===== src/rtl/pll_cfg_pkg.sv =====
// package: configuration layout, constants and types for the pll clock config block
//
// Behaviour
// [RQ1] feedback value is 12 bits, reference value 10 bits, from nonvolatile rows
// [RQ2] pll frequency = ref * 2 * (feedback + 5) / (reference + 2)
// [RQ3] hold feedback, reference, divider, tuning, duty level, power mode, timing
// [RQ4] tuning enables eleven load capacitors per inverter side; more load lowers frequency
// [RQ5] power-down mode: low control pin stops circuitry, output tri-stated, pulled low
// [RQ6] after power-down, wait for oscillator and pll relock before output resumes
// [RQ7] output-enable mode: low pin tri-states output while oscillator and pll run
// [RQ8] asynchronous timing disables output immediately at any clock phase
// [RQ9] synchronous timing waits for the next output falling edge before disabling
// [RQ10] output re-enables only at the next output falling edge after deassertion
// [RQ11] shadow copy is active until the valid bit is set, then programmed row
// [RQ12] shadow copy accepts repeated rewrites; programmer burns row only when done
// [RQ13] build option disables shadow copy; programmed configuration always active
// [RQ14] select variant: pin picks row 0 or row 1, no power management
// [RQ15] programming mode: control pin is supply input, clock output is tri-state input
// [RQ16] output divider ratios 1,2,4,8,16,32,64,128
// [RQ17] divider source is pll or crystal directly, sixteen options
// [RQ18] control pin has pull-up; undriven pin keeps device running and output on
// [RQ19] control pin is synchronised before falling-edge qualification
package pll_cfg_pkg;

  localparam int FB_W      = 12;
  localparam int REF_W     = 10;
  localparam int DIV_SEL_W = 3;
  localparam int TUNE_N    = 11;
  localparam int FB_OFFSET  = 5;
  localparam int REF_OFFSET = 2;
  localparam int MULT_W     = FB_W + 2;

  // relock wait, in microseconds, and its cycle count at 100 MHz
  localparam int RELOCK_US    = 100;
  localparam int CLK_MHZ      = 100;
  localparam int RELOCK_CYCLES = RELOCK_US * CLK_MHZ;

  // variants
  typedef enum logic [1:0] {
    VAR_SHADOW   = 2'b00,
    VAR_NOSHADOW = 2'b01,
    VAR_FREQSEL  = 2'b10
  } variant_t;

  typedef struct packed {
    logic [FB_W-1:0]      feedback;
    logic [REF_W-1:0]     reference;
    logic [DIV_SEL_W-1:0] div_sel;
    logic                 div_from_xtal;
    logic [TUNE_N-1:0]    tune_gate;
    logic [TUNE_N-1:0]    tune_drain;
    logic                 duty_cmos;
    logic                 pm_output_enable;
    logic                 pm_sync;
  } cfg_row_t;

  localparam cfg_row_t CFG_RESET = '0;

  typedef enum logic [1:0] {
    OUT_RUN     = 2'b00,
    OUT_OFF     = 2'b01,
    OUT_RELOCK  = 2'b11
  } out_state_t;

endpackage


===== src/rtl/out_divider.sv =====
// module: power-of-two output divider on the chosen source clock
`timescale 1ns/1ps
`default_nettype none
module out_divider
  import pll_cfg_pkg::*;
(
  input  wire logic                 clk,
  input  wire logic                 rst_n,
  input  wire logic                 src_pll,
  input  wire logic                 src_xtal,
  input  wire logic                 from_xtal,
  input  wire logic [DIV_SEL_W-1:0] div_sel,
  output logic                      div_out
);

  logic       src;
  logic       src_q;
  logic [6:0] count;

  assign src = from_xtal ? src_xtal : src_pll; // [RQ17]

  // count source rising edges; ratio 2^div_sel
  always_ff @(posedge clk or negedge rst_n) begin
    if (!rst_n) begin
      src_q <= 1'b0;
      count <= 7'h00;
    end else begin
      src_q <= src;
      if (src && !src_q) begin
        count <= count + 7'h01;
      end
    end
  end

  // select tap; ratio 1 passes the registered source
  always_ff @(posedge clk or negedge rst_n) begin
    if (!rst_n) begin
      div_out <= 1'b0;
    end else if (div_sel == 3'h0) begin
      div_out <= src_q; // [RQ16]
    end else begin
      div_out <= count[div_sel - 3'h1]; // [RQ16]
    end
  end

endmodule
`default_nettype wire


===== src/rtl/pll_clock_config_power_control.sv =====
// module: configuration selection and output power control for the pll clock die
`timescale 1ns/1ps
`default_nettype none
module pll_clock_config_power_control
  import pll_cfg_pkg::*;
#(
  parameter variant_t VARIANT      = VAR_SHADOW,
  parameter int       RELOCK_COUNT = RELOCK_CYCLES
) (
  input  wire logic                clk,
  input  wire logic                reset_n,
  input  wire cfg_row_t            row0,
  input  wire cfg_row_t            row1,
  input  wire logic                row0_valid,
  input  wire cfg_row_t            shadow_wdata,
  input  wire logic                shadow_we,
  input  wire logic                program_mode,
  input  wire logic                power_down_n,
  input  wire logic                pll_clk,
  input  wire logic                xtal_clk,
  input  wire logic                pll_locked,
  input  wire logic                clock_output_in,
  output logic                     clock_output,
  output logic                     clock_output_oe,
  output logic                     clock_output_pulldown,
  output logic                     osc_pll_enable,
  output logic [FB_W-1:0]          pll_feedback,
  output logic [REF_W-1:0]         pll_reference,
  output logic [MULT_W-1:0]        pll_mult,
  output logic [REF_W:0]           pll_div,
  output logic [TUNE_N-1:0]        tune_gate,
  output logic [TUNE_N-1:0]        tune_drain,
  output logic                     duty_cmos,
  output logic                     prog_data_in
);

  ////////////////////////////////////////////////////////////////////////////
  // reset release
  logic rst_meta;
  logic rst_n;

  // async assert, two-flop release
  always_ff @(posedge clk or negedge reset_n) begin
    if (!reset_n) begin
      rst_meta <= 1'b0;
      rst_n    <= 1'b0;
    end else begin
      rst_meta <= 1'b1;
      rst_n    <= rst_meta;
    end
  end

  ////////////////////////////////////////////////////////////////////////////
  // shadow copy and active configuration
  cfg_row_t shadow;
  cfg_row_t active;
  logic     shadow_loaded;

  // shadow follows row 0 until written; rewrites allowed any number of times
  always_ff @(posedge clk or negedge rst_n) begin
    if (!rst_n) begin
      shadow        <= CFG_RESET;
      shadow_loaded <= 1'b0;
    end else if (shadow_we) begin
      shadow        <= shadow_wdata; // [RQ12]
      shadow_loaded <= 1'b1;
    end else if (!shadow_loaded) begin
      shadow <= row0;
    end
  end

  // select row by variant, valid bit and select pin
  always_comb begin
    case (VARIANT)
      VAR_NOSHADOW: active = row0; // [RQ13]
      VAR_FREQSEL:  active = power_down_n ? row1 : row0; // [RQ14]
      default:      active = row0_valid ? row0 : shadow; // [RQ11]
    endcase
  end

  // registered configuration outputs
  always_ff @(posedge clk or negedge rst_n) begin
    if (!rst_n) begin
      pll_feedback  <= '0;
      pll_reference <= '0;
      pll_mult      <= '0;
      pll_div       <= '0;
      tune_gate     <= '0;
      tune_drain    <= '0;
      duty_cmos     <= 1'b0;
    end else begin
      pll_feedback  <= active.feedback; // [RQ1] [RQ3]
      pll_reference <= active.reference; // [RQ1]
      // multiplier 2*(p+5), divider q+2
      pll_mult      <= MULT_W'((MULT_W'(active.feedback) + MULT_W'(FB_OFFSET)) << 1); // [RQ2]
      pll_div       <= (REF_W+1)'(active.reference) + (REF_W+1)'(REF_OFFSET); // [RQ2]
      tune_gate     <= active.tune_gate; // [RQ4]
      tune_drain    <= active.tune_drain; // [RQ4]
      duty_cmos     <= active.duty_cmos; // [RQ3]
    end
  end

  ////////////////////////////////////////////////////////////////////////////
  // output divider
  logic div_clk;

  out_divider u_div (
    .clk       (clk),
    .rst_n     (rst_n),
    .src_pll   (pll_clk),
    .src_xtal  (xtal_clk),
    .from_xtal (active.div_from_xtal),
    .div_sel   (active.div_sel),
    .div_out   (div_clk)
  );

  ////////////////////////////////////////////////////////////////////////////
  // control pin synchroniser and falling edge of output
  logic ctl_meta;
  logic ctl_sync;
  logic div_q;
  logic fall;
  logic pm_active;

  // pin reads high when undriven (pull-up outside); select variant has no power control
  assign pm_active = (VARIANT != VAR_FREQSEL) && !program_mode; // [RQ18]

  always_ff @(posedge clk or negedge rst_n) begin
    if (!rst_n) begin
      ctl_meta <= 1'b1;
      ctl_sync <= 1'b1;
      div_q    <= 1'b0;
    end else begin
      ctl_meta <= power_down_n; // [RQ19]
      ctl_sync <= ctl_meta; // [RQ19]
      div_q    <= div_clk;
    end
  end

  assign fall = div_q && !div_clk;

  ////////////////////////////////////////////////////////////////////////////
  // output state machine
  out_state_t state;
  out_state_t next_state;
  logic [$clog2(RELOCK_COUNT+1)-1:0] relock_cnt;
  logic disable_req;

  // async mode reacts to the raw pin: only logic delay, any phase
  assign disable_req = active.pm_sync ? !ctl_sync : (!ctl_sync || !power_down_n); // [RQ8]

  always_comb begin
    next_state = state;
    case (state)
      OUT_RUN: begin
        if (pm_active && disable_req && (!active.pm_sync || fall)) begin
          next_state = OUT_OFF; // [RQ9]
        end
      end
      OUT_OFF: begin
        if (!pm_active) begin
          next_state = OUT_RUN;
        end else if (ctl_sync && power_down_n) begin
          next_state = active.pm_output_enable ? OUT_RUN : OUT_RELOCK; // [RQ7] [RQ6]
        end
      end
      OUT_RELOCK: begin
        if (pm_active && !ctl_sync) begin
          next_state = OUT_OFF;
        end else if (relock_cnt == '0 && pll_locked) begin
          next_state = OUT_RUN; // [RQ6]
        end
      end
      default: next_state = OUT_RUN;
    endcase
  end

  always_ff @(posedge clk or negedge rst_n) begin
    if (!rst_n) begin
      state <= OUT_RUN;
    end else begin
      state <= next_state;
    end
  end

  // relock timer loads on entry
  always_ff @(posedge clk or negedge rst_n) begin
    if (!rst_n) begin
      relock_cnt <= '0;
    end else if (state != OUT_RELOCK) begin
      relock_cnt <= ($clog2(RELOCK_COUNT+1))'(RELOCK_COUNT); // [RQ6]
    end else if (relock_cnt != '0) begin
      relock_cnt <= relock_cnt - 1'b1;
    end
  end

  ////////////////////////////////////////////////////////////////////////////
  // output drive; re-enable lines up with an output falling edge
  logic drive;

  always_ff @(posedge clk or negedge rst_n) begin
    if (!rst_n) begin
      drive <= 1'b0;
    end else if (program_mode) begin
      drive <= 1'b0; // [RQ15]
    end else if (state != OUT_RUN) begin
      drive <= 1'b0; // [RQ5] [RQ7]
    end else if (!drive && fall) begin
      drive <= 1'b1; // [RQ10]
    end
  end

  // async disable cuts the drive combinationally
  assign clock_output_oe = drive && !(pm_active && !active.pm_sync && !power_down_n); // [RQ8]
  assign clock_output_pulldown = !clock_output_oe; // [RQ5]

  always_ff @(posedge clk or negedge rst_n) begin
    if (!rst_n) begin
      clock_output   <= 1'b0;
      osc_pll_enable <= 1'b1;
      prog_data_in   <= 1'b0;
    end else begin
      clock_output   <= div_clk;
      // power-down stops oscillator and pll; output-enable keeps them on
      osc_pll_enable <= !(state == OUT_OFF && !active.pm_output_enable); // [RQ5] [RQ7]
      prog_data_in   <= program_mode ? clock_output_in : 1'b0; // [RQ15]
    end
  end

endmodule
`default_nettype wire


===== config.mk =====
export PLATFORM = sky130hd
export DESIGN_NAME = pll_clock_config_power_control
export DESIGN_NICKNAME = d
export VERILOG_FILES = /design/src/rtl/pll_cfg_pkg.sv /design/src/rtl/out_divider.sv /design/src/rtl/pll_clock_config_power_control.sv
export SDC_FILE = /design/constraint.sdc
export NUM_CORES = 1
export LEC_CHECK = 0
export BUFFER_PORTS_ARGS = -buffer_cell sky130_fd_sc_hd__buf_2
export CAP_MARGIN = 5
export CORE_MARGIN = 2
export CORE_UTILIZATION = 54
export DETAILED_ROUTE_END_ITERATION = 10
export PLACE_DENSITY = 0.86
export SETUP_SLACK_MARGIN = 0.1
export SLEW_MARGIN = 20
export SYNTH_ARGS = -nofsm -noshare
export SYNTH_HDL_FRONTEND = slang
export SYNTH_HIERARCHICAL = 1
export SYNTH_SLANG_ARGS = --single-unit

===== constraint.sdc =====
create_clock -name clk -period 8.28 [get_ports clk]
set_clock_uncertainty 0.15 [all_clocks]
set_input_delay 0.828 -clock clk [delete_from_list [all_inputs] [get_ports clk]]
set_output_delay 0.828 -clock clk [all_outputs]
set_load 0.02 [all_outputs]

==> flow_summary.yaml <==
floorplanning:
  io_pins: 238
  num_rows: 40
  die_w_um: 115.7
  fp.dieH_um: 115.7
  start_util_pct: 55.62
  dieArea_um2: 13380
  core_area_um2: 12110
detailed_routing:
  vias: 5064
  drc_errors: 0
  wl_per_cell_um: 16.69
  postRouteAntennaNets: 0
  wl_um: 15570
  drt_iter0_drc: 367
  drt_pass1_iterations: 4
  avgViaCountPerCell: 5.428
clock_tree:
  cts-root-buf: "clkbuf_16"
  clk_latency_ps: 420
  tritoncts: "done"
  ctsHtreeMaxLevel: 4
  clk_pin_slew_ps: 60
  numCtsBuffers: 17
  clockBufferDepth: 2
  cts_setup_buffers: 0
  post_cts_resized: 0
  clock_sinks: 153
  cts_hold_buf: 0
sta:
  period_needed_ps: 3704
  rsz0062_at_grt: "no"
  max_slew_margin_pct: 37.72
  final_max_slew_viol_count: 0
  finalCritPeriodShare_pct: 44.73
  setup_viol: 0
  setup_ws_ps: 4576
  setup-tns-final_ps: 0
  final_hold_viol_count: 0
  worst_slew_pin_slew_ps: 934.2
  max_freq_ghz: 0.2700
synth:
  syn_area_per_cell_um2: 11.80
  synth_top_flop_cell: "dfrtp_1"
  ys_ff_latch: 153
  yosysSeqAreaShare_pct: 56.89
  synth-edff-count: 0
  synth_area_um2: 6736
  ys_warn_count: 6
  synth.net_count: 740
  synthDistinctLibCells: 54
  syn_inst: 571
  ys_async_sr_fraction_pct: 100.0
setup_path:
  reg2reg_to: "relock_cnt[12]$_DFFE_PN0P_"
  worstSetupStartpointType: "primary input"
  worst-path-max-fanout: 68
  worst_r2r_path_depth: 6
  rr_startpoint: "relock_cnt[0]$_DFFE_PN0P_"
  regToRegSetupSlack_ps: 6020
  required_ps: 7300
  crit_type: "in2out"
  crit_arrival_ps: 2730
  end_kind: "output pin"
power_and_ir_drop:
  irDropWorstVdd_uv: 130.4
  p_leak_nw: 4.221
  pwr_density_cell_nw_per_um2: 233.0
final_layout:
  nets: 920
  area_growth_pct: 23.90
  drive_gt1_share_pct: 36.39
  utilization_pct: 68.92
placed_design:
  io_buffers: 185
  gp_congestion: 0.8716
  hpwl_um: 10760
  place_ws_ps: 4595
grt:
  use_met1_pct: 28.51
  busiest_layer: "met2"
  met2_usage_pct: 41.36
  grt_antenna_before_repair: 1
  gr-total-overflow: 0
  grt_pass1_vias: 5249
  grtUsageTotal_pct: 24.57
  grt_max_degree: 104
  use_met3_pct: 8.159
  grt_pass1_wl_um: 25130
min_path:
  hold_path.class: "in2async"
job:
  maxCapViolations: 0
run_status:
  outcome: "finished clean"
==> cell usage in the layout, fill, tap and decap left out, drive strengths merged, types with 9 or more instances in the layout <==
cell type and count:
xnor2 15, xor2 9, nand3 13, inv 17
buf 189, mux2 44, clkbuf 22, a21oi 11
nand2 68, dfrtp 150, mux2i 65, o21ai 64
==> registers in the layout, indices dropped and copies added, names as in the netlist, 2 cells and up <==
name and flops:
pll_div 11, state 2, pll_reference 9, pll_feedback 12, pll_mult 13, shadow 51
u_div/count 7, relock_cnt 14, tune_drain 11, tune_gate 11
==> power by group <==
part           total, W  switching (W)  internal, W  leakage (nW)
Sequential     0.000894      0.0000583     0.000836          1.84
Clock          0.000730       0.000300     0.000430         0.267
Combinational  0.000321       0.000184     0.000137          2.12
==> worst max-delay path, cell delays in order <==
cell and delay [ps]:
buf_2 80, buf_4 700, mux2_2 460, or3_1 340
nand2_1 110, inv_1 40, buf_2 150
==> worst max path at each step <==
| stage | to | slack, ps | start |
|---|---|---|---|
| 6_report | clock_output_oe | 4580 | row0_valid |
| 5_1_grt | clock_output_oe | 4520 | row0_valid |
| 4_1_cts | clock_output_oe | 4590 | row0_valid |
| 3_5_place_dp | clock_output_oe | 4600 | row0_valid |
| 3_3_place_gp | clock_output_oe | 4650 | row0_valid |
| 2_1_floorplan | clock_output$_DFF_PN0_ | 3560 | rst_n$_DFF_PN0_ |
==> metrics by stage <==
step | instance area, um^2 | power (W) | instances | hold WS (ps)
6_report | 8347 | 0.001945 | 933 | 28.43
5_1_grt | 8344 | 0.002032 | 932 | 7.965
4_1_cts | 8341 | 0.001962 | 932 | 9.783
3_5_place_dp | 7782 | 0.001228 | 900 | 197.0
3_3_place_gp | 7782 | 0.001208 | 900 | 186.7
2_1_floorplan | 6736 | 0.001105 | 571 | 181.2
==> cells by family after synthesis <==
logic type	Yosys count	share of synthesized area, %
AOI/OAI and AO/OA	97	8.395
xor gates and xnor gates	24	3.120
adders and majority gates	6	1.114
buffers and inverters	43	2.693
DFF	153	56.89
muxes	110	17.46
other	2	0.1115
and+or+nand+nor	136	10.22
==> cell type report <==
type	count	area [um^2]
sequential	153	3837
fill	931	3765
multi-input combinational	375	2723
timing repair buffer	189	959.7
clock buffer	22	464.2
tap	168	210.2
clock inverter	10	93.84
inverter	15	56.30
antenna	1	2.502
==> layer usage <==
| metal | routed length [um] | share of wire [%] |
|---|---|---|
| met1 | 6173 | 40 |
| met3 | 1079 | 6.9 |
| met5 | 0 | 0 |
| met2 | 7827 | 50 |
| met4 | 492 | 3.2 |
==> cells in the mapped netlist (4+ instances only) <==
library cell | instances | area share [%]
nand2b_1 | 5 | 0.46
dfrtp_1 | 150 | 56
nor2_1 | 6 | 0.33
ha_1 | 6 | 1.1
buf_2 | 10 | 0.74
nand4_1 | 4 | 0.37
xor2_1 | 9 | 1.2
o21ai_0 | 62 | 4.6
and3_1 | 4 | 0.37
nand2_1 | 68 | 3.8
nor4_1 | 4 | 0.37
a21oi_1 | 11 | 0.82
nand3_1 | 13 | 0.97
mux2_2 | 43 | 7.2
nand3b_1 | 5 | 0.56
inv_1 | 15 | 0.84
mux2i_1 | 65 | 9.7
xnor2_1 | 15 | 2.0
clkbuf_1 | 15 | 0.84
Power figures use the tool's default switching activity.
